### src/shared/exec_unit_pkg.sv
// Constants, opcodes and states shared by the bit, shift and flag execution unit.
package exec_unit_pkg;

  // Widths of the datapath and of the instruction fields.
  localparam int DATA_W     = 8;
  localparam int PAIR_W     = 16;
  localparam int REG_IDX_W  = 5;
  localparam int PAIR_IDX_W = 4;
  localparam int BIT_IDX_W  = 3;
  localparam int IO_ADDR_W  = 5;
  localparam int PC_W       = 16;
  localparam int OFFS_W     = 7;
  localparam int DM_ADDR_W  = 16;
  localparam int REG_PAIRS  = 16;

  // The first pointer pair lives in registers 26 and 27.
  localparam logic [PAIR_IDX_W-1:0] PTR_X_PAIR = 4'hD;

  // Positions of the flags in the status register.
  localparam logic [BIT_IDX_W-1:0] FLAG_C = 3'h0;
  localparam logic [BIT_IDX_W-1:0] FLAG_Z = 3'h1;
  localparam logic [BIT_IDX_W-1:0] FLAG_N = 3'h2;
  localparam logic [BIT_IDX_W-1:0] FLAG_V = 3'h3;
  localparam logic [BIT_IDX_W-1:0] FLAG_S = 3'h4;
  localparam logic [BIT_IDX_W-1:0] FLAG_H = 3'h5;
  localparam logic [BIT_IDX_W-1:0] FLAG_T = 3'h6;
  localparam logic [BIT_IDX_W-1:0] FLAG_I = 3'h7;

  // Values after reset.
  localparam logic [DATA_W-1:0] STATUS_RST = 8'h00;

  // Byte enables of the register pair write port.
  localparam logic [1:0] BE_LOW  = 2'h1;
  localparam logic [1:0] BE_HIGH = 2'h2;
  localparam logic [1:0] BE_BOTH = 2'h3;

  // Operations accepted by the unit.
  typedef enum logic [4:0] {
    OP_NOP,
    OP_BRANCH_IF_IRQ_ON,
    OP_BRANCH_IF_IRQ_OFF,
    OP_IO_BIT_SET,
    OP_IO_BIT_CLEAR,
    OP_SHIFT_LEFT_LOGICAL,
    OP_SHIFT_RIGHT_LOGICAL,
    OP_ROTATE_LEFT_CARRY,
    OP_ROTATE_RIGHT_CARRY,
    OP_SHIFT_RIGHT_ARITH,
    OP_SWAP_NIBBLES,
    OP_FLAG_SET_BY_INDEX,
    OP_FLAG_CLEAR_BY_INDEX,
    OP_BIT_TO_TRANSFER_FLAG,
    OP_TRANSFER_FLAG_TO_BIT,
    OP_REGISTER_COPY,
    OP_REGISTER_PAIR_COPY,
    OP_LOAD_CONSTANT,
    OP_LOAD_VIA_POINTER
  } op_t;

  typedef enum logic {
    ST_RUN,
    ST_EXTRA
  } state_t;

endpackage : exec_unit_pkg

### src/hdl/bit_shift_flag_exec_unit.sv
// Execution unit for interrupt-flag branches, I/O bit ops, shifts, flag ops and simple moves.
`timescale 1ns/10ps
module bit_shift_flag_exec_unit
  import exec_unit_pkg::*;
(
  // Clock and reset
  input  wire logic                                   clk_sys,
  input  wire logic                                   arst_n,
  // Issue of one operation
  input  wire logic                                   op_valid,
  input  wire exec_unit_pkg::op_t                     op_code,
  input  wire logic [exec_unit_pkg::REG_IDX_W-1:0]    op_dst,
  input  wire logic [exec_unit_pkg::REG_IDX_W-1:0]    op_src,
  input  wire logic [exec_unit_pkg::BIT_IDX_W-1:0]    op_bit,
  input  wire logic [exec_unit_pkg::DATA_W-1:0]       op_imm,
  input  wire logic [exec_unit_pkg::OFFS_W-1:0]       op_offset,
  input  wire logic [exec_unit_pkg::PC_W-1:0]         op_pc,
  input  wire logic [exec_unit_pkg::IO_ADDR_W-1:0]    op_io_addr,
  output logic                                        op_ready_r,
  output logic                                        retire_r,
  // Branch redirect
  output logic                                        br_taken_r,
  output logic      [exec_unit_pkg::PC_W-1:0]         br_target_r,
  // I/O register space
  output logic      [exec_unit_pkg::IO_ADDR_W-1:0]    io_addr_r,
  output logic                                        io_rd_r,
  input  wire logic [exec_unit_pkg::DATA_W-1:0]       io_rdata,
  output logic                                        io_wr_r,
  output logic      [exec_unit_pkg::DATA_W-1:0]       io_wdata_r,
  // Data memory read
  output logic      [exec_unit_pkg::DM_ADDR_W-1:0]    dm_addr_r,
  output logic                                        dm_rd_r,
  input  wire logic [exec_unit_pkg::DATA_W-1:0]       dm_rdata,
  // Status flags
  output logic      [exec_unit_pkg::DATA_W-1:0]       status_r
);

  import exec_unit_pkg::*;

  // Applies the write of the previous edge to stale read data of the same pair.
  function automatic logic [PAIR_W-1:0] fwd(
    input logic [PAIR_IDX_W-1:0] rd_addr,
    input logic [PAIR_W-1:0]     rd_data,
    input logic                  w_en,
    input logic [PAIR_IDX_W-1:0] w_addr,
    input logic [1:0]            w_be,
    input logic [PAIR_W-1:0]     w_data
  );
    logic [PAIR_W-1:0] v;
    v = rd_data;
    if (w_en && (w_addr == rd_addr)) begin
      if (w_be[0]) v[DATA_W-1:0] = w_data[DATA_W-1:0];
      if (w_be[1]) v[PAIR_W-1:DATA_W] = w_data[PAIR_W-1:DATA_W];
    end
    return v;
  endfunction : fwd

  // Operations that hold the issue slot for a second cycle.
  function automatic logic two_cycle(input op_t op, input logic irq);
    return (op == OP_IO_BIT_SET) || (op == OP_IO_BIT_CLEAR) ||
           (op == OP_LOAD_VIA_POINTER) ||
           ((op == OP_BRANCH_IF_IRQ_ON) && irq) ||
           ((op == OP_BRANCH_IF_IRQ_OFF) && !irq);
  endfunction : two_cycle

  // Shift group: returns the outgoing carry above the result byte.
  function automatic logic [DATA_W:0] shifter(input op_t op, input logic [DATA_W-1:0] d,
                                              input logic c);
    logic [DATA_W:0] v;
    v = {c, d};
    unique case (op)
      OP_SHIFT_LEFT_LOGICAL:  v = {d[7], d[6:0], 1'b0};
      OP_SHIFT_RIGHT_LOGICAL: v = {d[0], 1'b0, d[7:1]};
      OP_ROTATE_LEFT_CARRY:   v = {d[7], d[6:0], c};
      OP_ROTATE_RIGHT_CARRY:  v = {d[0], c, d[7:1]};
      OP_SHIFT_RIGHT_ARITH:   v = {d[0], d[7], d[7:1]};
      default:                v = {c, d};
    endcase
    return v;
  endfunction : shifter

  // Issue stage registers.
  state_t                  state_r;
  state_t                  state_nxt;
  logic                    ex_valid_r;
  op_t                     ex_op_r;
  logic [REG_IDX_W-1:0]    ex_dst_r;
  logic [REG_IDX_W-1:0]    ex_src_r;
  logic [BIT_IDX_W-1:0]    ex_bit_r;
  logic [DATA_W-1:0]       ex_imm_r;
  logic [OFFS_W-1:0]       ex_off_r;
  logic [PC_W-1:0]         ex_pc_r;

  // Register file ports and the record of the last write.
  logic [PAIR_IDX_W-1:0]   rf_a_addr;
  logic [PAIR_IDX_W-1:0]   rf_b_addr;
  logic [PAIR_W-1:0]       rf_a_data;
  logic [PAIR_W-1:0]       rf_b_data;
  logic                    wr_en;
  logic [PAIR_IDX_W-1:0]   wr_addr;
  logic [1:0]              wr_be;
  logic [PAIR_W-1:0]       wr_data;
  logic                    lw_en_r;
  logic [PAIR_IDX_W-1:0]   lw_addr_r;
  logic [1:0]              lw_be_r;
  logic [PAIR_W-1:0]       lw_data_r;

  // Execute stage values.
  logic                    accept;
  logic                    ex_two;
  logic                    ld_wb;
  logic [PAIR_W-1:0]       a_pair;
  logic [PAIR_W-1:0]       b_pair;
  logic [PAIR_IDX_W-1:0]   ex_b_addr;
  logic [DATA_W-1:0]       d_byte;
  logic [DATA_W-1:0]       r_byte;
  logic [DATA_W:0]         sh;
  logic [DATA_W-1:0]       res;
  logic                    is_shift;
  logic                    is_byte_wr;
  logic                    is_pair_wr;
  logic                    irq_flag;
  logic [DATA_W-1:0]       bit_mask;
  logic [DATA_W-1:0]       shift_flags;
  logic [DATA_W-1:0]       status_nxt;
  logic [PC_W-1:0]         off_ext;
  logic [PC_W-1:0]         br_target_nxt;
  logic                    br_taken_nxt;

  gpr_pair_mem #(
    .PAIRS  (REG_PAIRS),
    .BYTE_W (DATA_W),
    .ADDR_W (PAIR_IDX_W)
  ) u_gpr (
    .clk_sys     (clk_sys),
    .rd_a_addr   (rf_a_addr),
    .rd_a_data_r (rf_a_data),
    .rd_b_addr   (rf_b_addr),
    .rd_b_data_r (rf_b_data),
    .wr_en       (wr_en),
    .wr_addr     (wr_addr),
    .wr_be       (wr_be),
    .wr_data     (wr_data)
  );

  // Operands are read on the accepting edge and used in the following cycle.
  assign accept    = op_valid && op_ready_r;
  assign rf_a_addr = op_dst[REG_IDX_W-1:1];
  assign rf_b_addr = (op_code == OP_LOAD_VIA_POINTER) ? PTR_X_PAIR : op_src[REG_IDX_W-1:1];

  assign a_pair = fwd(ex_dst_r[REG_IDX_W-1:1], rf_a_data, lw_en_r, lw_addr_r, lw_be_r, lw_data_r);
  // The pointer load reads a fixed pair, so forwarding has to compare against that pair.
  assign ex_b_addr = (ex_op_r == OP_LOAD_VIA_POINTER) ? PTR_X_PAIR : ex_src_r[REG_IDX_W-1:1];
  assign b_pair = fwd(ex_b_addr, rf_b_data, lw_en_r, lw_addr_r, lw_be_r, lw_data_r);
  assign d_byte = ex_dst_r[0] ? a_pair[PAIR_W-1:DATA_W] : a_pair[DATA_W-1:0];
  assign r_byte = ex_src_r[0] ? b_pair[PAIR_W-1:DATA_W] : b_pair[DATA_W-1:0];
  assign bit_mask = 8'h01 << ex_bit_r;
  assign irq_flag = status_r[FLAG_I];

  // Shift group and its flags; overflow is N xor C and sign is N xor V.
  assign is_shift = (ex_op_r == OP_SHIFT_LEFT_LOGICAL) || (ex_op_r == OP_SHIFT_RIGHT_LOGICAL) ||
                    (ex_op_r == OP_ROTATE_LEFT_CARRY) || (ex_op_r == OP_ROTATE_RIGHT_CARRY) ||
                    (ex_op_r == OP_SHIFT_RIGHT_ARITH);
  assign sh = shifter(ex_op_r, d_byte, status_r[FLAG_C]);

  always_comb begin
    shift_flags          = status_r;
    shift_flags[FLAG_C]  = sh[DATA_W];
    shift_flags[FLAG_Z]  = (sh[DATA_W-1:0] == 8'h00);
    shift_flags[FLAG_N]  = sh[DATA_W-1];
    shift_flags[FLAG_V]  = sh[DATA_W-1] ^ sh[DATA_W];
    shift_flags[FLAG_S]  = sh[DATA_W];
  end

  // Byte result of every operation that writes one destination register, except the pointer load.
  assign res = is_shift                             ? sh[DATA_W-1:0] :
               (ex_op_r == OP_SWAP_NIBBLES)         ? {d_byte[3:0], d_byte[7:4]} :
               (ex_op_r == OP_TRANSFER_FLAG_TO_BIT) ?
                 (status_r[FLAG_T] ? (d_byte | bit_mask) : (d_byte & ~bit_mask)) :
               (ex_op_r == OP_REGISTER_COPY)        ? r_byte :
               ex_imm_r;

  assign is_byte_wr = ex_valid_r && (is_shift || (ex_op_r == OP_SWAP_NIBBLES) ||
                      (ex_op_r == OP_TRANSFER_FLAG_TO_BIT) || (ex_op_r == OP_REGISTER_COPY) ||
                      (ex_op_r == OP_LOAD_CONSTANT));
  assign is_pair_wr = ex_valid_r && (ex_op_r == OP_REGISTER_PAIR_COPY);
  assign ld_wb      = (state_r == ST_EXTRA) && (ex_op_r == OP_LOAD_VIA_POINTER);

  // Register file write port.
  assign wr_en   = is_byte_wr || is_pair_wr || ld_wb;
  assign wr_addr = ex_dst_r[REG_IDX_W-1:1];
  assign wr_be   = is_pair_wr ? BE_BOTH : (ex_dst_r[0] ? BE_HIGH : BE_LOW);
  assign wr_data = is_pair_wr ? b_pair :
                   ld_wb      ? {dm_rdata, dm_rdata} :
                   {res, res};

  // Status update: only the named flag changes for the flag operations.
  assign status_nxt =
    !ex_valid_r                             ? status_r :
    is_shift                                ? shift_flags :
    (ex_op_r == OP_FLAG_SET_BY_INDEX)       ? (status_r | bit_mask) :
    (ex_op_r == OP_FLAG_CLEAR_BY_INDEX)     ? (status_r & ~bit_mask) :
    (ex_op_r == OP_BIT_TO_TRANSFER_FLAG)    ?
      ((status_r & ~(8'h01 << FLAG_T)) | ({7'h00, |(r_byte & bit_mask)} << FLAG_T)) :
    status_r;

  // Branch target is the operation's own address plus the signed offset plus one.
  assign off_ext       = {{(PC_W-OFFS_W){ex_off_r[OFFS_W-1]}}, ex_off_r};
  assign br_target_nxt = ex_pc_r + off_ext + 16'h0001;
  assign br_taken_nxt  = ex_valid_r &&
                         (((ex_op_r == OP_BRANCH_IF_IRQ_ON) && irq_flag) ||
                          ((ex_op_r == OP_BRANCH_IF_IRQ_OFF) && !irq_flag));

  // The taken test at issue uses the flags that the previous operation is writing.
  assign ex_two    = ex_valid_r && two_cycle(ex_op_r, irq_flag);
  assign state_nxt = ex_two ? ST_EXTRA : ST_RUN;

  always_ff @(posedge clk_sys or negedge arst_n) begin
    if (!arst_n) begin
      state_r    <= ST_RUN;
      ex_valid_r <= 1'b0;
      op_ready_r <= 1'b1;
      retire_r   <= 1'b0;
      status_r   <= STATUS_RST;
    end else begin
      state_r    <= state_nxt;
      ex_valid_r <= accept;
      op_ready_r <= !(accept && two_cycle(op_code, status_nxt[FLAG_I]));
      retire_r   <= (ex_valid_r && !ex_two) || (state_r == ST_EXTRA);
      status_r   <= status_nxt;
    end
  end

  // Operation fields are held until the next operation is taken.
  always_ff @(posedge clk_sys or negedge arst_n) begin
    if (!arst_n) begin
      ex_op_r  <= OP_NOP;
      ex_dst_r <= '0;
      ex_src_r <= '0;
      ex_bit_r <= '0;
      ex_imm_r <= '0;
      ex_off_r <= '0;
      ex_pc_r  <= '0;
    end else if (accept) begin
      ex_op_r  <= op_code;
      ex_dst_r <= op_dst;
      ex_src_r <= op_src;
      ex_bit_r <= op_bit;
      ex_imm_r <= op_imm;
      ex_off_r <= op_offset;
      ex_pc_r  <= op_pc;
    end
  end

  // Last register write, kept one cycle for forwarding.
  always_ff @(posedge clk_sys or negedge arst_n) begin
    if (!arst_n) begin
      lw_en_r   <= 1'b0;
      lw_addr_r <= '0;
      lw_be_r   <= '0;
      lw_data_r <= '0;
    end else begin
      lw_en_r   <= wr_en;
      lw_addr_r <= wr_addr;
      lw_be_r   <= wr_be;
      lw_data_r <= wr_data;
    end
  end

  // Branch redirect pulse.
  always_ff @(posedge clk_sys or negedge arst_n) begin
    if (!arst_n) begin
      br_taken_r  <= 1'b0;
      br_target_r <= '0;
    end else begin
      br_taken_r  <= br_taken_nxt;
      if (br_taken_nxt) begin
        br_target_r <= br_target_nxt;
      end
    end
  end

  // Read-modify-write of one I/O bit: read in the first cycle, write in the second.
  // Only the selected bit changes; the status flags are not touched.
  always_ff @(posedge clk_sys or negedge arst_n) begin
    if (!arst_n) begin
      io_addr_r  <= '0;
      io_rd_r    <= 1'b0;
      io_wr_r    <= 1'b0;
      io_wdata_r <= '0;
    end else begin
      io_rd_r <= accept && ((op_code == OP_IO_BIT_SET) || (op_code == OP_IO_BIT_CLEAR));
      io_wr_r <= ex_valid_r && ((ex_op_r == OP_IO_BIT_SET) || (ex_op_r == OP_IO_BIT_CLEAR));
      if (accept) begin
        io_addr_r <= op_io_addr;
      end
      if (ex_valid_r && (ex_op_r == OP_IO_BIT_SET)) begin
        io_wdata_r <= io_rdata | bit_mask;
      end else if (ex_valid_r && (ex_op_r == OP_IO_BIT_CLEAR)) begin
        io_wdata_r <= io_rdata & ~bit_mask;
      end
    end
  end

  // The pointer comes from the register file, so the memory read starts a cycle after issue.
  always_ff @(posedge clk_sys or negedge arst_n) begin
    if (!arst_n) begin
      dm_addr_r <= '0;
      dm_rd_r   <= 1'b0;
    end else begin
      dm_rd_r <= ex_valid_r && (ex_op_r == OP_LOAD_VIA_POINTER);
      if (ex_valid_r && (ex_op_r == OP_LOAD_VIA_POINTER)) begin
        dm_addr_r <= b_pair;
      end
    end
  end

endmodule : bit_shift_flag_exec_unit

### src/hdl/gpr_pair_mem.sv
// Working register file organised as byte pairs with two registered read ports.
`timescale 1ns/10ps
module gpr_pair_mem #(
  parameter int PAIRS  = exec_unit_pkg::REG_PAIRS,
  parameter int BYTE_W = exec_unit_pkg::DATA_W,
  parameter int ADDR_W = exec_unit_pkg::PAIR_IDX_W
) (
  // Clock
  input  wire logic                clk_sys,
  // Read port A
  input  wire logic [ADDR_W-1:0]   rd_a_addr,
  output logic      [2*BYTE_W-1:0] rd_a_data_r,
  // Read port B
  input  wire logic [ADDR_W-1:0]   rd_b_addr,
  output logic      [2*BYTE_W-1:0] rd_b_data_r,
  // Write port with one enable per byte
  input  wire logic                wr_en,
  input  wire logic [ADDR_W-1:0]   wr_addr,
  input  wire logic [1:0]          wr_be,
  input  wire logic [2*BYTE_W-1:0] wr_data
);

  // Reads see the contents before a write on the same edge; the user forwards.
  for (genvar lane = 0; lane < 2; lane++) begin : g_lane
    logic [BYTE_W-1:0] mem [PAIRS];

    always_ff @(posedge clk_sys) begin
      if (wr_en && wr_be[lane]) begin
        mem[wr_addr] <= wr_data[lane*BYTE_W +: BYTE_W];
      end
      rd_a_data_r[lane*BYTE_W +: BYTE_W] <= mem[rd_a_addr];
      rd_b_data_r[lane*BYTE_W +: BYTE_W] <= mem[rd_b_addr];
    end
  end

endmodule : gpr_pair_mem

### config.mk
export PLATFORM = sky130hd
export DESIGN_NAME = bit_shift_flag_exec_unit
export DESIGN_NICKNAME = d
export VERILOG_FILES = /design/src/shared/exec_unit_pkg.sv /design/src/hdl/bit_shift_flag_exec_unit.sv /design/src/hdl/gpr_pair_mem.sv
export SDC_FILE = /design/constraint.sdc
export NUM_CORES = 1
export LEC_CHECK = 0
export BUFFER_PORTS_ARGS = -buffer_cell sky130_fd_sc_hd__buf_2
export CAP_MARGIN = 20
export CORE_AREA = 5 5 230 232
export CTS_CLUSTER_SIZE = 24
export DETAILED_ROUTE_END_ITERATION = 6
export DIE_AREA = 0 0 235 237
export PLACE_DENSITY = 0.61
export REMOVE_ABC_BUFFERS = 1
export SLEW_MARGIN = 0
export SYNTH_ARGS = -nofsm -noshare
export SYNTH_HDL_FRONTEND = slang
export SYNTH_SLANG_ARGS = --single-unit
### constraint.sdc
create_clock -name clk_sys -period 8.6 [get_ports clk_sys]
set_input_delay 0.43 -clock clk_sys [delete_from_list [all_inputs] [get_ports clk_sys]]
set_output_delay 0.43 -clock clk_sys [all_outputs]
set_load 0.05 [all_outputs]
* After elaboration in Yosys (flattened, before gate mapping)
Memories as Yosys holds them, arrays and structs flattened. A register that Yosys moved wholly into a read port is not among the register bits.
Index checks and enable logic that the tools add are counted.
** Cells by class
- Mux-type cells :: 32
- Equality and inequality tests :: 25
- Shift-type cells :: 1
- Add/sub/neg operators :: 2
- Bitwise operators :: 11
- Reduce and logical (&&, ||, !) cells :: 52
** Operators by type and width (count)
- 8-bit two-way mux :: 18
- 16-bit two-way mux :: 4
- 9-bit case mux with 5 select lines :: 1
- 5-bit by 4-bit equality test with 1-bit output, second input constant :: 8
- 8-bit AND :: 4
- 5-bit by 3-bit equality test with 1-bit output, second input constant :: 5
- 8-bit OR :: 3
- 1-bit logical AND :: 21
- 5-bit by 2-bit equality test with 1-bit output, second input constant :: 4
- 5-bit equality test, second input constant :: 4
- 1-bit logical OR :: 20
- 16-bit by 1-bit adder with 16-bit output, second input constant :: 1
- 16-bit adder :: 1
- 5-bit by 1-bit equality test with 1-bit output, second input constant :: 2
- 4-bit equality test :: 2
- 8-bit zero test :: 1
- 4-bit two-way mux :: 2
- 8-bit inverter :: 1
- 8-bit by 7-bit OR with 8-bit output :: 1
- 8-bit OR reduction :: 1
- 1-bit by 3-bit << shifter with 8-bit output, first input constant :: 1
- 1-bit two-way mux :: 5
- 1-bit zero test :: 4
- 2-bit two-way mux :: 2
- other kinds (7) :: 7
** Storage, ports and cells
- Memory bits (writable) :: 256
- Memories :: 2
- Input port bits :: 73
- Bits in registers :: 133
** Memories
- u_gpr.g_lane[0].mem :: words 16, bits a word 8, rd ports 2, clocked after memory_dff 2, write ports 1, RTL line gpr_pair_mem.sv:25 : logic [BYTE_W-1:0] mem [PAIRS];
- u_gpr.g_lane[1].mem :: words 16, bits a word 8, rd ports 2, clocked after memory_dff 2, write ports 1, RTL line gpr_pair_mem.sv:25

* Depth between registers and ports, before layout
Gate-level depths: netlist of the first run.
- Word-level depth :: 19
- Depth in mapped cells :: 13
- Gate-level depth less buffers :: 13

* Cells and area by module
From an unflattened synthesis of the first run, not the netlist that was laid out.
** Unflattened totals
- Cells, all modules :: 1417
- Area total of the unflattened synthesis :: 20154.3 sq um
** By module, submodules not included
- gpr_pair_mem :: seq. area each 8328.0 sq um, area an instance 12487.0 sq um, cells each 613, instances 1
- bit_shift_flag_exec_unit :: seq. area each 3329.4 sq um, area an instance 7667.4 sq um, cells each 804, instances 1

* Least setup slack after synthesis of the first run
No wires, ideal clock.
- Path kind :: reg2reg
- Start point :: reg ex_op_r[4]
- End point :: mem u_gpr.g_lane[0].mem[0][1] (netlist name) (data pin)
- Stages on the path, launching flop included :: 11
- Data arrival time :: 2558 ps
- Slack :: 5647 ps
- Data required time :: 8205 ps
- Path through :: dfrtp_1 > buf_6 > nor3b_4 > and2_4 > or3_4 > a21oi_4 > mux2i_1 > nor2_1 > a211oi_1 > o21a_1 > o21ai_0
** Between the ends
- Word-level cells in the longest chain between the ends :: 12
** Ends and longest elaborated chain
- from (decl) :: RTL line bit_shift_flag_exec_unit.sv:86 : op_t ex_op_r;
- from (signal assigned) :: RTL line bit_shift_flag_exec_unit.sv:245 : ex_op_r <= op_code;
- 5-bit equality test :: RTL line bit_shift_flag_exec_unit.sv:153, bit_shift_flag_exec_unit.sv:187
- 4-bit two-way mux :: RTL line bit_shift_flag_exec_unit.sv:153 : assign ex_b_addr = (ex_op_r == OP_LOAD_VIA_POINTER) ? PTR_X_PAIR : ex_src_r[REG_IDX_W-1:1];
- 4-bit equality test :: RTL line bit_shift_flag_exec_unit.sv:51 : if (w_en && (w_addr == rd_addr)) begin
- 1-bit logical AND :: RTL line bit_shift_flag_exec_unit.sv:51
- 16-bit two-way mux :: RTL line bit_shift_flag_exec_unit.sv:51
- 8-bit two-way mux :: RTL line bit_shift_flag_exec_unit.sv:156 : assign r_byte = ex_src_r[0] ? b_pair[PAIR_W-1:DATA_W] : b_pair[DATA_W-1:0];
- 8-bit two-way mux :: RTL line bit_shift_flag_exec_unit.sv:180 : (ex_op_r == OP_REGISTER_COPY) ? r_byte :
- 8-bit two-way mux :: RTL line bit_shift_flag_exec_unit.sv:178 : (ex_op_r == OP_TRANSFER_FLAG_TO_BIT) ?
- 8-bit two-way mux :: RTL line bit_shift_flag_exec_unit.sv:177 : (ex_op_r == OP_SWAP_NIBBLES) ? {d_byte[3:0], d_byte[7:4]} :
- 8-bit two-way mux :: RTL line bit_shift_flag_exec_unit.sv:176 : assign res = is_shift ? sh[DATA_W-1:0] :
- 16-bit two-way mux :: RTL line bit_shift_flag_exec_unit.sv:194 : ld_wb ? {dm_rdata, dm_rdata} :
- 16-bit two-way mux * :: RTL line bit_shift_flag_exec_unit.sv:193 : assign wr_data = is_pair_wr ? b_pair :
- via u_gpr.wr_data[1] :: RTL line gpr_pair_mem.sv:20 : input wire logic [2*BYTE_W-1:0] wr_data
- to (decl) :: RTL line gpr_pair_mem.sv:25
Mark *: on every way through the listed nets, which the timed path passes. The rest lies on a longest branch.

* Worst setup path in the final report of the first run
- Start point :: reg ex_op_r[1]
- End point :: mem u_gpr.g_lane[1].mem[6][1] (netlist name) (data pin)
** Between the ends
- Word-level cells in the longest chain between the ends :: 12
** Ends and longest elaborated chain (RTL line)
- 5-bit equality test :: bit_shift_flag_exec_unit.sv:153, bit_shift_flag_exec_unit.sv:187
- 4-bit two-way mux :: bit_shift_flag_exec_unit.sv:153
- 4-bit equality test :: bit_shift_flag_exec_unit.sv:51
- 1-bit logical AND :: bit_shift_flag_exec_unit.sv:51
- 16-bit two-way mux :: bit_shift_flag_exec_unit.sv:51
- 8-bit two-way mux :: bit_shift_flag_exec_unit.sv:156
- 8-bit two-way mux :: bit_shift_flag_exec_unit.sv:180
- 8-bit two-way mux :: bit_shift_flag_exec_unit.sv:178
- 8-bit two-way mux :: bit_shift_flag_exec_unit.sv:177
- 8-bit two-way mux :: bit_shift_flag_exec_unit.sv:176
- 16-bit two-way mux :: bit_shift_flag_exec_unit.sv:194
- 16-bit two-way mux * :: bit_shift_flag_exec_unit.sv:193
- via u_gpr.wr_data[9] :: gpr_pair_mem.sv:20
- to (decl) :: gpr_pair_mem.sv:25
Marked as above.

==> flow_metrics.py, run 1 <==
metrics = {
    "run_status": {
        "result_of_the_run": "finished, final reports clean",
    },
    "cts": {
        "cts_tree": "yes",
        "clock_latency_ns": 0.60,
        "cts_setup_buffers": 0,
        "cts_hold_buf": 2,
        "post_cts_resize_count": 0,
        "numClockSinks": 421,
        "cts.path.max_buffers": 3,
        "htreeDepth": 2,
        "clk_pin_slew_worst_paths_ns": 0.06,
        "cts-root-buf": "sky130_fd_sc_hd__clkbuf_16",
        "numCtsBuffers": 44,
    },
    "setup_path": {
        "crit_type": "reg -> reg",
        "reg2reg_to": "u_gpr.g_lane[1].mem[6][1]$_DFFE_PP_",
        "worst-r2r-cell-count": 10,
        "crit_required_ns": 8.90,
        "cp_common_cell": "sky130_fd_sc_hd__o21ai_1",
        "cpMaxStageDelayCell": "sky130_fd_sc_hd__dfrtp_1",
        "endpoint_kind": "register",
        "critical-path-top-delay-family": "compound AO/OA/AOI/OAI gates",
        "critical_path.n_buffers_inverters": 1,
        "critical_path_peak_fanout": 17,
        "cp_slowest_stage_delay_ns": 0.65,
        "critical_path.reg2reg.startpoint": "ex_op_r[1]$_DFFE_PN0P_",
        "reg_to_reg_setup_timing_slack_ns": 4.79,
        "start_kind": "register",
        "arrival_ns": 4.11,
        "crit_chain": "nor2b_1 > and2_4 > o21ai_1 > a21oi_4 > mux2i_1 > o21ai_0 > a211oi_1 > o21a_1 > o21ai_1 > buf_4",
    },
    "timing": {
        "relSlewSlack": 0.2064,
        "final_period_minus_worst_setup_slack_ns": 3.807,
        "final-max-slew-violation-count": 0,
        "finalClockSkew_ns": 0.03384,
        "timing.final.crit_share": 0.4426,
        "timing.hold.ws_ns": 0.07123,
        "final.setup.tns_ns": 0,
        "fmax_mhz": 262.7,
        "worst_slew_pin_slew_ns": 1.186,
        "grt_setup_unrepaired": "no",
        "timing.final.setup_violations": 0,
        "finalHoldViolations": 0,
    },
    "detailed_routing": {
        "detail-route-antenna-nets": 0,
        "wire_length_per_cell_um": 26.24,
        "detailroute.via_count": 13790,
        "dr.first_iter.drc_count": 1220,
        "routed_wl_um": 61410,
        "post_drt_via_cell_ratio": 5.892,
        "drt_pass1_iterations": 5,
        "drc_errors": 0,
    },
    "synth": {
        "synthFlopType": "sky130_fd_sc_hd__edfxtp_1",
        "ys_top_cells_by_area": "sky130_fd_sc_hd__edfxtp_1 (38%), sky130_fd_sc_hd__dfrtp_1 (16%), sky130_fd_sc_hd__mux4_2 (13%)",
        "synth-seq-area-share": 0.5818,
        "yosys.area.top_type_share": 0.3836,
        "yosys.cell_count.top_type": "sky130_fd_sc_hd__edfxtp_1",
        "ys_types": 62,
        "postSynthRegisterBits": 421,
        "async_flop_share": 0.3159,
        "cell_count_after_synthesis": 1485,
        "synth.avg_cell_area_um2": 13.49,
        "synth.largest_area_cell": "sky130_fd_sc_hd__edfxtp_1",
        "yosys-top-cells-count": "sky130_fd_sc_hd__edfxtp_1 (256), sky130_fd_sc_hd__nand2_1 (176), sky130_fd_sc_hd__dfrtp_1 (132)",
        "synth_edf_count": 256,
        "synthesis.area_mm2": 0.02004,
        "yosys_warnings": 0,
    },
    "global_routing": {
        "grt_pass1_wl_um": 91540,
        "first_global_vias": 14010,
        "grt_start_max_net_pins": 79,
        "grt_overflow": 0,
        "initial_antenna_violation_count": 0,
        "grt_usage": 0.2150,
    },
    "power": {
        "p_seq_frac": 0.445,
        "cellInternalPower_mw": 3.906,
        "share_comb_of_total_power": 0.207,
        "ir_worst_vdd_mv": 0.1375,
        "switching_power_mw": 1.829,
        "share_clk_of_total_power": 0.348,
        "p_sw_frac": 0.3189,
        "power.density_cell_area_mw_per_mm2": 247.1,
        "leakage_nw": 8.524,
    },
    "layout": {
        "finish.instance_area_mm2": 0.02321,
        "area.growth.synth_to_final_pct": 15.84,
        "register_area_mm2": 0.01166,
        "finalNonFillerCells": 2340,
        "n_fill_cell": 4513,
        "multi_input_area_mm2": 0.008014,
        "layout-drive-gt1-share": 0.2898,
        "antenna_cells": 0,
        "num-nets-final": 1713,
        "post-route-util": 0.4571,
    },
    "floorplan": {
        "core_area_mm2": 0.05078,
        "core.rowCount": 83,
        "start_util": 0.3946,
        "design.portCount": 132,
        "floorplan.die.height_um": 237,
        "design.die.area_mm2": 0.05570,
        "die_width_um": 235,
    },
    "min_path": {
        "worstHoldStart": "op_io_addr[0]",
        "holdPathEnd": "io_addr_r[0]$_DFFE_PN0P_",
        "hold_class": "in -> reg",
        "hold-path-cell-count": 2,
    },
    "placement": {
        "dpl_cell_area_mm2": 0.02160,
        "finalWeightedCongestion": 0.9354,
        "detailed_place_hpwl_um": 40590,
        "place_inst": 2247,
        "port_buffers": 131,
    },
    "flow_run": {
        "drv.max_cap_violation_count": 0,
    },
}
[layout make-up]
type | instances | share of cell area
clock inverters | 27 | 0.01261
repair buffers | 187 | 0.04744
multi-input cells | 951 | 0.3453
well taps | 680 | 0.03666
flip-flops and latches | 421 | 0.5022
clock buffers | 55 | 0.05272
inverters | 19 | 0.003073
[how the worst max path moves through the flow]
stage	from	to	slack (ns)	cells past startpoint
after floorplan	op_code[2]	u_gpr.rd_b_data_r[0]$_DFF_P_	3.91	6
after global placement	ex_op_r[0]$_DFFE_PN0P_	u_gpr.g_lane[0].mem[13][0]$_DFFE_PP_	4.83	9
after detailed placement	ex_op_r[1]$_DFFE_PN0P_	u_gpr.g_lane[0].mem[11][0]$_DFFE_PP_	4.70	9
after CTS	ex_op_r[1]$_DFFE_PN0P_	u_gpr.g_lane[0].mem[0][0]$_DFFE_PP_	4.65	9
after global routing	ex_op_r[1]$_DFFE_PN0P_	u_gpr.g_lane[1].mem[14][1]$_DFFE_PP_	4.57	10
final	ex_op_r[1]$_DFFE_PN0P_	u_gpr.g_lane[1].mem[6][1]$_DFFE_PP_	4.79	10
[registers in the layout (all words and copies together), names as in the netlist, 16 cells and up]
register and cells:
ex_pc_r 16, br_target_r 16, u_gpr.g_lane.mem 256, lw_data_r 16
u_gpr.rd_b_data_r 16, dm_addr_r 16, u_gpr.rd_a_data_r 16
[power by group through the flow]
stage               Sequential (mW)  Clock [mW]  Combinational [mW]
floorplan                      2.83           0               0.487
global placement               2.59           0                1.15
detailed placement             2.60           0                1.17
CTS                            2.55        2.03                1.18
global route                   2.57        2.11                1.27
finish                         2.55        2.00                1.19
[cells by family (layout without fill, tap and decap cells)]
family | after synthesis | count (layout) | share of synthesized area
xor+xnor | 17 | 17 | 0.007430
compound gates | 289 | 289 | 0.09054
flops | 421 | 421 | 0.5818
simple gates | 381 | 381 | 0.08929
buf+inv | 113 | 288 | 0.02223
fa+ha+maj | 16 | 16 | 0.01037
mux | 248 | 248 | 0.1984
[layout by cell type, fill, tap and decap left out, drive strengths merged, types with 8 or more instances in the layout]
cell type / synthesis / layout
clkinv: 0 / 11
nor2: 67 / 67
mux4: 112 / 112
clkbuf: 76 / 55
edfxtp: 256 / 256
ha: 15 / 15
nor3: 17 / 17
and3: 9 / 9
and2: 36 / 36
a31oi: 38 / 38
nor2b: 10 / 10
o21ai: 92 / 92
a21oi: 49 / 49
mux2: 73 / 73
o22ai: 15 / 15
a211oi: 40 / 40
dfxtp: 32 / 32
nand2: 176 / 176
clkinvlp: 0 / 9
dfrtp: 132 / 132
inv: 19 / 22
o31ai: 17 / 17
nand2b: 11 / 11
xnor2: 11 / 11
nand3: 19 / 19
nand3b: 8 / 8
buf: 18 / 185
mux2i: 63 / 63
[through the flow]
stage | power, mW | setup WS, ns
after floorplan | 3.319 | 3.906
after CTS | 5.756 | 4.649
after detailed placement | 3.767 | 4.701
final | 5.735 | 4.793
after global routing | 5.946 | 4.570
after global placement | 3.747 | 4.828
[metal layers]
metal	wire length, um	vias to the layer above	track usage
met5	0	-	0
met4	1997	0	0.06795
met3	4544	105	0.03948
met2	29710	607	0.3576
met1	25150	7114	0.2891
li1	-	5962	-
Power figures use the tool's default switching activity.
==> run 2: changes to the inputs <==
==> constraint.sdc (replaced) <==
create_clock -name clk_sys -period 4 [get_ports clk_sys]
set_input_delay 0.2 -clock clk_sys [delete_from_list [all_inputs] [get_ports clk_sys]]
set_output_delay 0.2 -clock clk_sys [all_outputs]
set_load 0.05 [all_outputs]
==> flow_metrics.py, run 2 (same netlist as run 1, synthesis figures left out) <==
metrics = {
    "run_status": {
        "result_of_the_run": "finished, final reports clean",
    },
    "detailed_routing": {
        "wire_length_per_cell_um": 24.16,
        "drt_pass1_iterations": 5,
        "wl_met2_um": 29080,
        "drc_errors": 0,
        "m1WireLength_um": 23560,
        "post_drt_via_cell_ratio": 5.694,
        "topRoutingLayerUsed": "met4",
        "routed_wl_um": 58850,
        "route.met3.wl_um": 4387,
        "detailroute.via_count": 13870,
        "detail-route-antenna-nets": 0,
        "dr.first_iter.drc_count": 1488,
    },
    "setup_path": {
        "reg_to_reg_setup_timing_slack_ns": 0.30,
        "start_kind": "register",
        "cpMaxStageDelayCell": "sky130_fd_sc_hd__dfrtp_1",
        "critical-path-top-delay-family": "compound AO/OA/AOI/OAI gates",
        "critical_path.reg2reg.startpoint": "ex_op_r[4]$_DFFE_PN0P_",
        "worst-r2r-cell-count": 10,
        "arrival_ns": 3.84,
        "critical_path.n_buffers_inverters": 1,
        "cp_slowest_stage_delay_ns": 0.48,
        "crit_required_ns": 4.14,
        "reg2reg_to": "u_gpr.g_lane[0].mem[1][3]$_DFFE_PP_",
        "critical_path_peak_fanout": 17,
        "crit_type": "reg -> reg",
        "endpoint_kind": "register",
        "crit_chain": "nor3b_4 > and2_4 > or3_4 > a21oi_4 > buf_4 > mux2i_1 > o21ai_0 > a211oi_1 > o21ai_1 > o21bai_1",
    },
    "placement": {
        "place_inst": 2291,
        "dpl_cell_area_mm2": 0.02189,
        "finalWeightedCongestion": 0.9578,
        "detailed_place_hpwl_um": 39270,
        "port_buffers": 131,
    },
    "timing": {
        "fmax_mhz": 270.4,
        "final_period_minus_worst_setup_slack_ns": 3.698,
        "final-max-slew-violation-count": 0,
        "final.setup.tns_ns": 0,
        "finalHoldViolations": 0,
        "finalClockSkew_ns": 0.01782,
        "grt_setup_unrepaired": "no",
        "timing.final.setup_violations": 0,
        "worst_slew_pin_slew_ns": 1.154,
        "timing.final.crit_share": 0.9246,
        "relSlewSlack": 0.2292,
    },
    "layout": {
        "regMostFlops": "u_gpr.g_lane.mem",
        "finalNonFillerCells": 2436,
        "layout-drive-gt1-share": 0.2838,
        "num-nets-final": 1809,
        "finish.instance_area_mm2": 0.02391,
        "area.growth.synth_to_final_pct": 19.31,
        "layout.cells.most_common": "sky130_fd_sc_hd__edfxtp_1",
        "final_cell_mix": "sky130_fd_sc_hd__edfxtp_1 (256), sky130_fd_sc_hd__nand2_1 (175), sky130_fd_sc_hd__dfrtp_1 (132), sky130_fd_sc_hd__buf_2 (129), sky130_fd_sc_hd__mux4_2 (112)",
        "largest_register_ffs": 256,
        "post-route-util": 0.4708,
    },
    "min_path": {
        "worstHoldStart": "op_src[2]",
        "holdPathEnd": "ex_src_r[2]$_DFFE_PN0P_",
        "hold-path-cell-count": 2,
        "hold_class": "in -> reg",
    },
    "flow_run": {
        "drv.max_cap_violation_count": 0,
    },
    "cts": {
        "cts.path.max_buffers": 3,
        "clock_latency_ns": 0.56,
        "cts_hold_buf": 58,
        "post_cts_resize_count": 0,
        "cts_tree": "yes",
        "clk_pin_slew_worst_paths_ns": 0.06,
        "cts-root-buf": "sky130_fd_sc_hd__clkbuf_16",
        "htreeDepth": 2,
        "numCtsBuffers": 43,
        "numClockSinks": 421,
        "cts_setup_buffers": 0,
    },
    "floorplan": {
        "core_area_mm2": 0.05078,
        "design.die.area_mm2": 0.05570,
        "design.portCount": 132,
        "die_width_um": 235,
        "core.rowCount": 83,
        "floorplan.die.height_um": 237,
        "start_util": 0.3946,
    },
    "global_routing": {
        "grt_usage": 0.2076,
        "grt_start_max_net_pins": 105,
        "grt_pass1_wl_um": 89420,
        "initial_antenna_violation_count": 0,
        "first_global_vias": 14320,
        "grt_overflow": 0,
    },
    "power": {
        "power.density_cell_area_mw_per_mm2": 503.9,
        "leakage_nw": 8.911,
        "ir_worst_vdd_mv": 0.2897,
    },
}
[run 2: changes by cell type in the layout (fill, tap and decap cells not counted), moves of 3 or more]
| cell | previous run | this run |
|---|---|---|
| sky130_fd_sc_hd__nor3_2 | 8 | 0 |
| sky130_fd_sc_hd__nor2_2 | 6 | 1 |
| sky130_fd_sc_hd__buf_4 | 52 | 95 |
| sky130_fd_sc_hd__clkinvlp_4 | 9 | 5 |
| sky130_fd_sc_hd__clkinv_2 | 8 | 5 |
| sky130_fd_sc_hd__nor2_1 | 57 | 62 |
| sky130_fd_sc_hd__nor3_1 | 9 | 17 |
| sky130_fd_sc_hd__clkbuf_1 | 4 | 11 |
| sky130_fd_sc_hd__dlygate4sd3_1 | 2 | 58 |
| sky130_fd_sc_hd__buf_6 | 4 | 1 |
[run 2: where the power goes]
group | switching, mW | leakage (nW) | internal, mW
clock | 1.68 | 0.669 | 2.27
sequential | 0.283 | 4.21 | 5.16
combinational | 1.81 | 4.03 | 0.843
[run 2: per-stage QoR]
step / hold slack [ns] / power (mW) / setup slack [ns]
global route: 0.02392 / 12.52 / 0.1260
global placement: 0.3775 / 8.073 / 0.4065
CTS: 0.003122 / 12.10 / 0.3829
detailed placement: 0.3803 / 8.109 / 0.3758
finish: 0.006903 / 12.05 / 0.3017
floorplan: -0.09559 / 7.135 / -0.4638
[run 2: worst max path at each step]
stage / from / cells past startpoint / to / slack, ns
5_1_grt: ex_op_r[4]$_DFFE_PN0P_ / 10 / u_gpr.g_lane[0].mem[6][3]$_DFFE_PP_ / 0.13
3_3_place_gp: ex_op_r[4]$_DFFE_PN0P_ / 10 / u_gpr.g_lane[0].mem[11][4]$_DFFE_PP_ / 0.41
3_5_place_dp: ex_op_r[4]$_DFFE_PN0P_ / 10 / u_gpr.g_lane[0].mem[11][3]$_DFFE_PP_ / 0.38
6_report: ex_op_r[4]$_DFFE_PN0P_ / 10 / u_gpr.g_lane[0].mem[1][3]$_DFFE_PP_ / 0.30
4_1_cts: ex_op_r[4]$_DFFE_PN0P_ / 10 / u_gpr.g_lane[0].mem[7][2]$_DFFE_PP_ / 0.38
2_1_floorplan: op_code[2] / 6 / u_gpr.rd_b_data_r[0]$_DFF_P_ / -0.46
[run 2: layer usage]
metal	vias to the layer above	GRT usage
met1	6955	0.2690
met3	125	0.03809
li1	6166	-
met2	625	0.3580
met4	0	0.06264
met5	-	0
[run 2: worst register-to-register path: stages, from the launching register on]
cell and delay [ns]:
sky130_fd_sc_hd__dfrtp_1 0.48, sky130_fd_sc_hd__nor3b_4 0.22, sky130_fd_sc_hd__and2_4 0.17, sky130_fd_sc_hd__or3_4 0.42, sky130_fd_sc_hd__a21oi_4 0.29, sky130_fd_sc_hd__buf_4 0.20, sky130_fd_sc_hd__mux2i_1 0.42, sky130_fd_sc_hd__o21ai_0 0.18
sky130_fd_sc_hd__a211oi_1 0.28, sky130_fd_sc_hd__o21ai_1 0.15, sky130_fd_sc_hd__o21bai_1 0.47
[run 2: final cells by class]
class                      count  area, um2
timing repair buffer         284       1971
clock inverter                19      168.9
tap                          680      850.8
fill                        4444      26870
multi-input combinational    951       7961
antenna                        1      2.502
sequential                   421      11660
inverter                      19      71.32
clock buffer                  61       1225
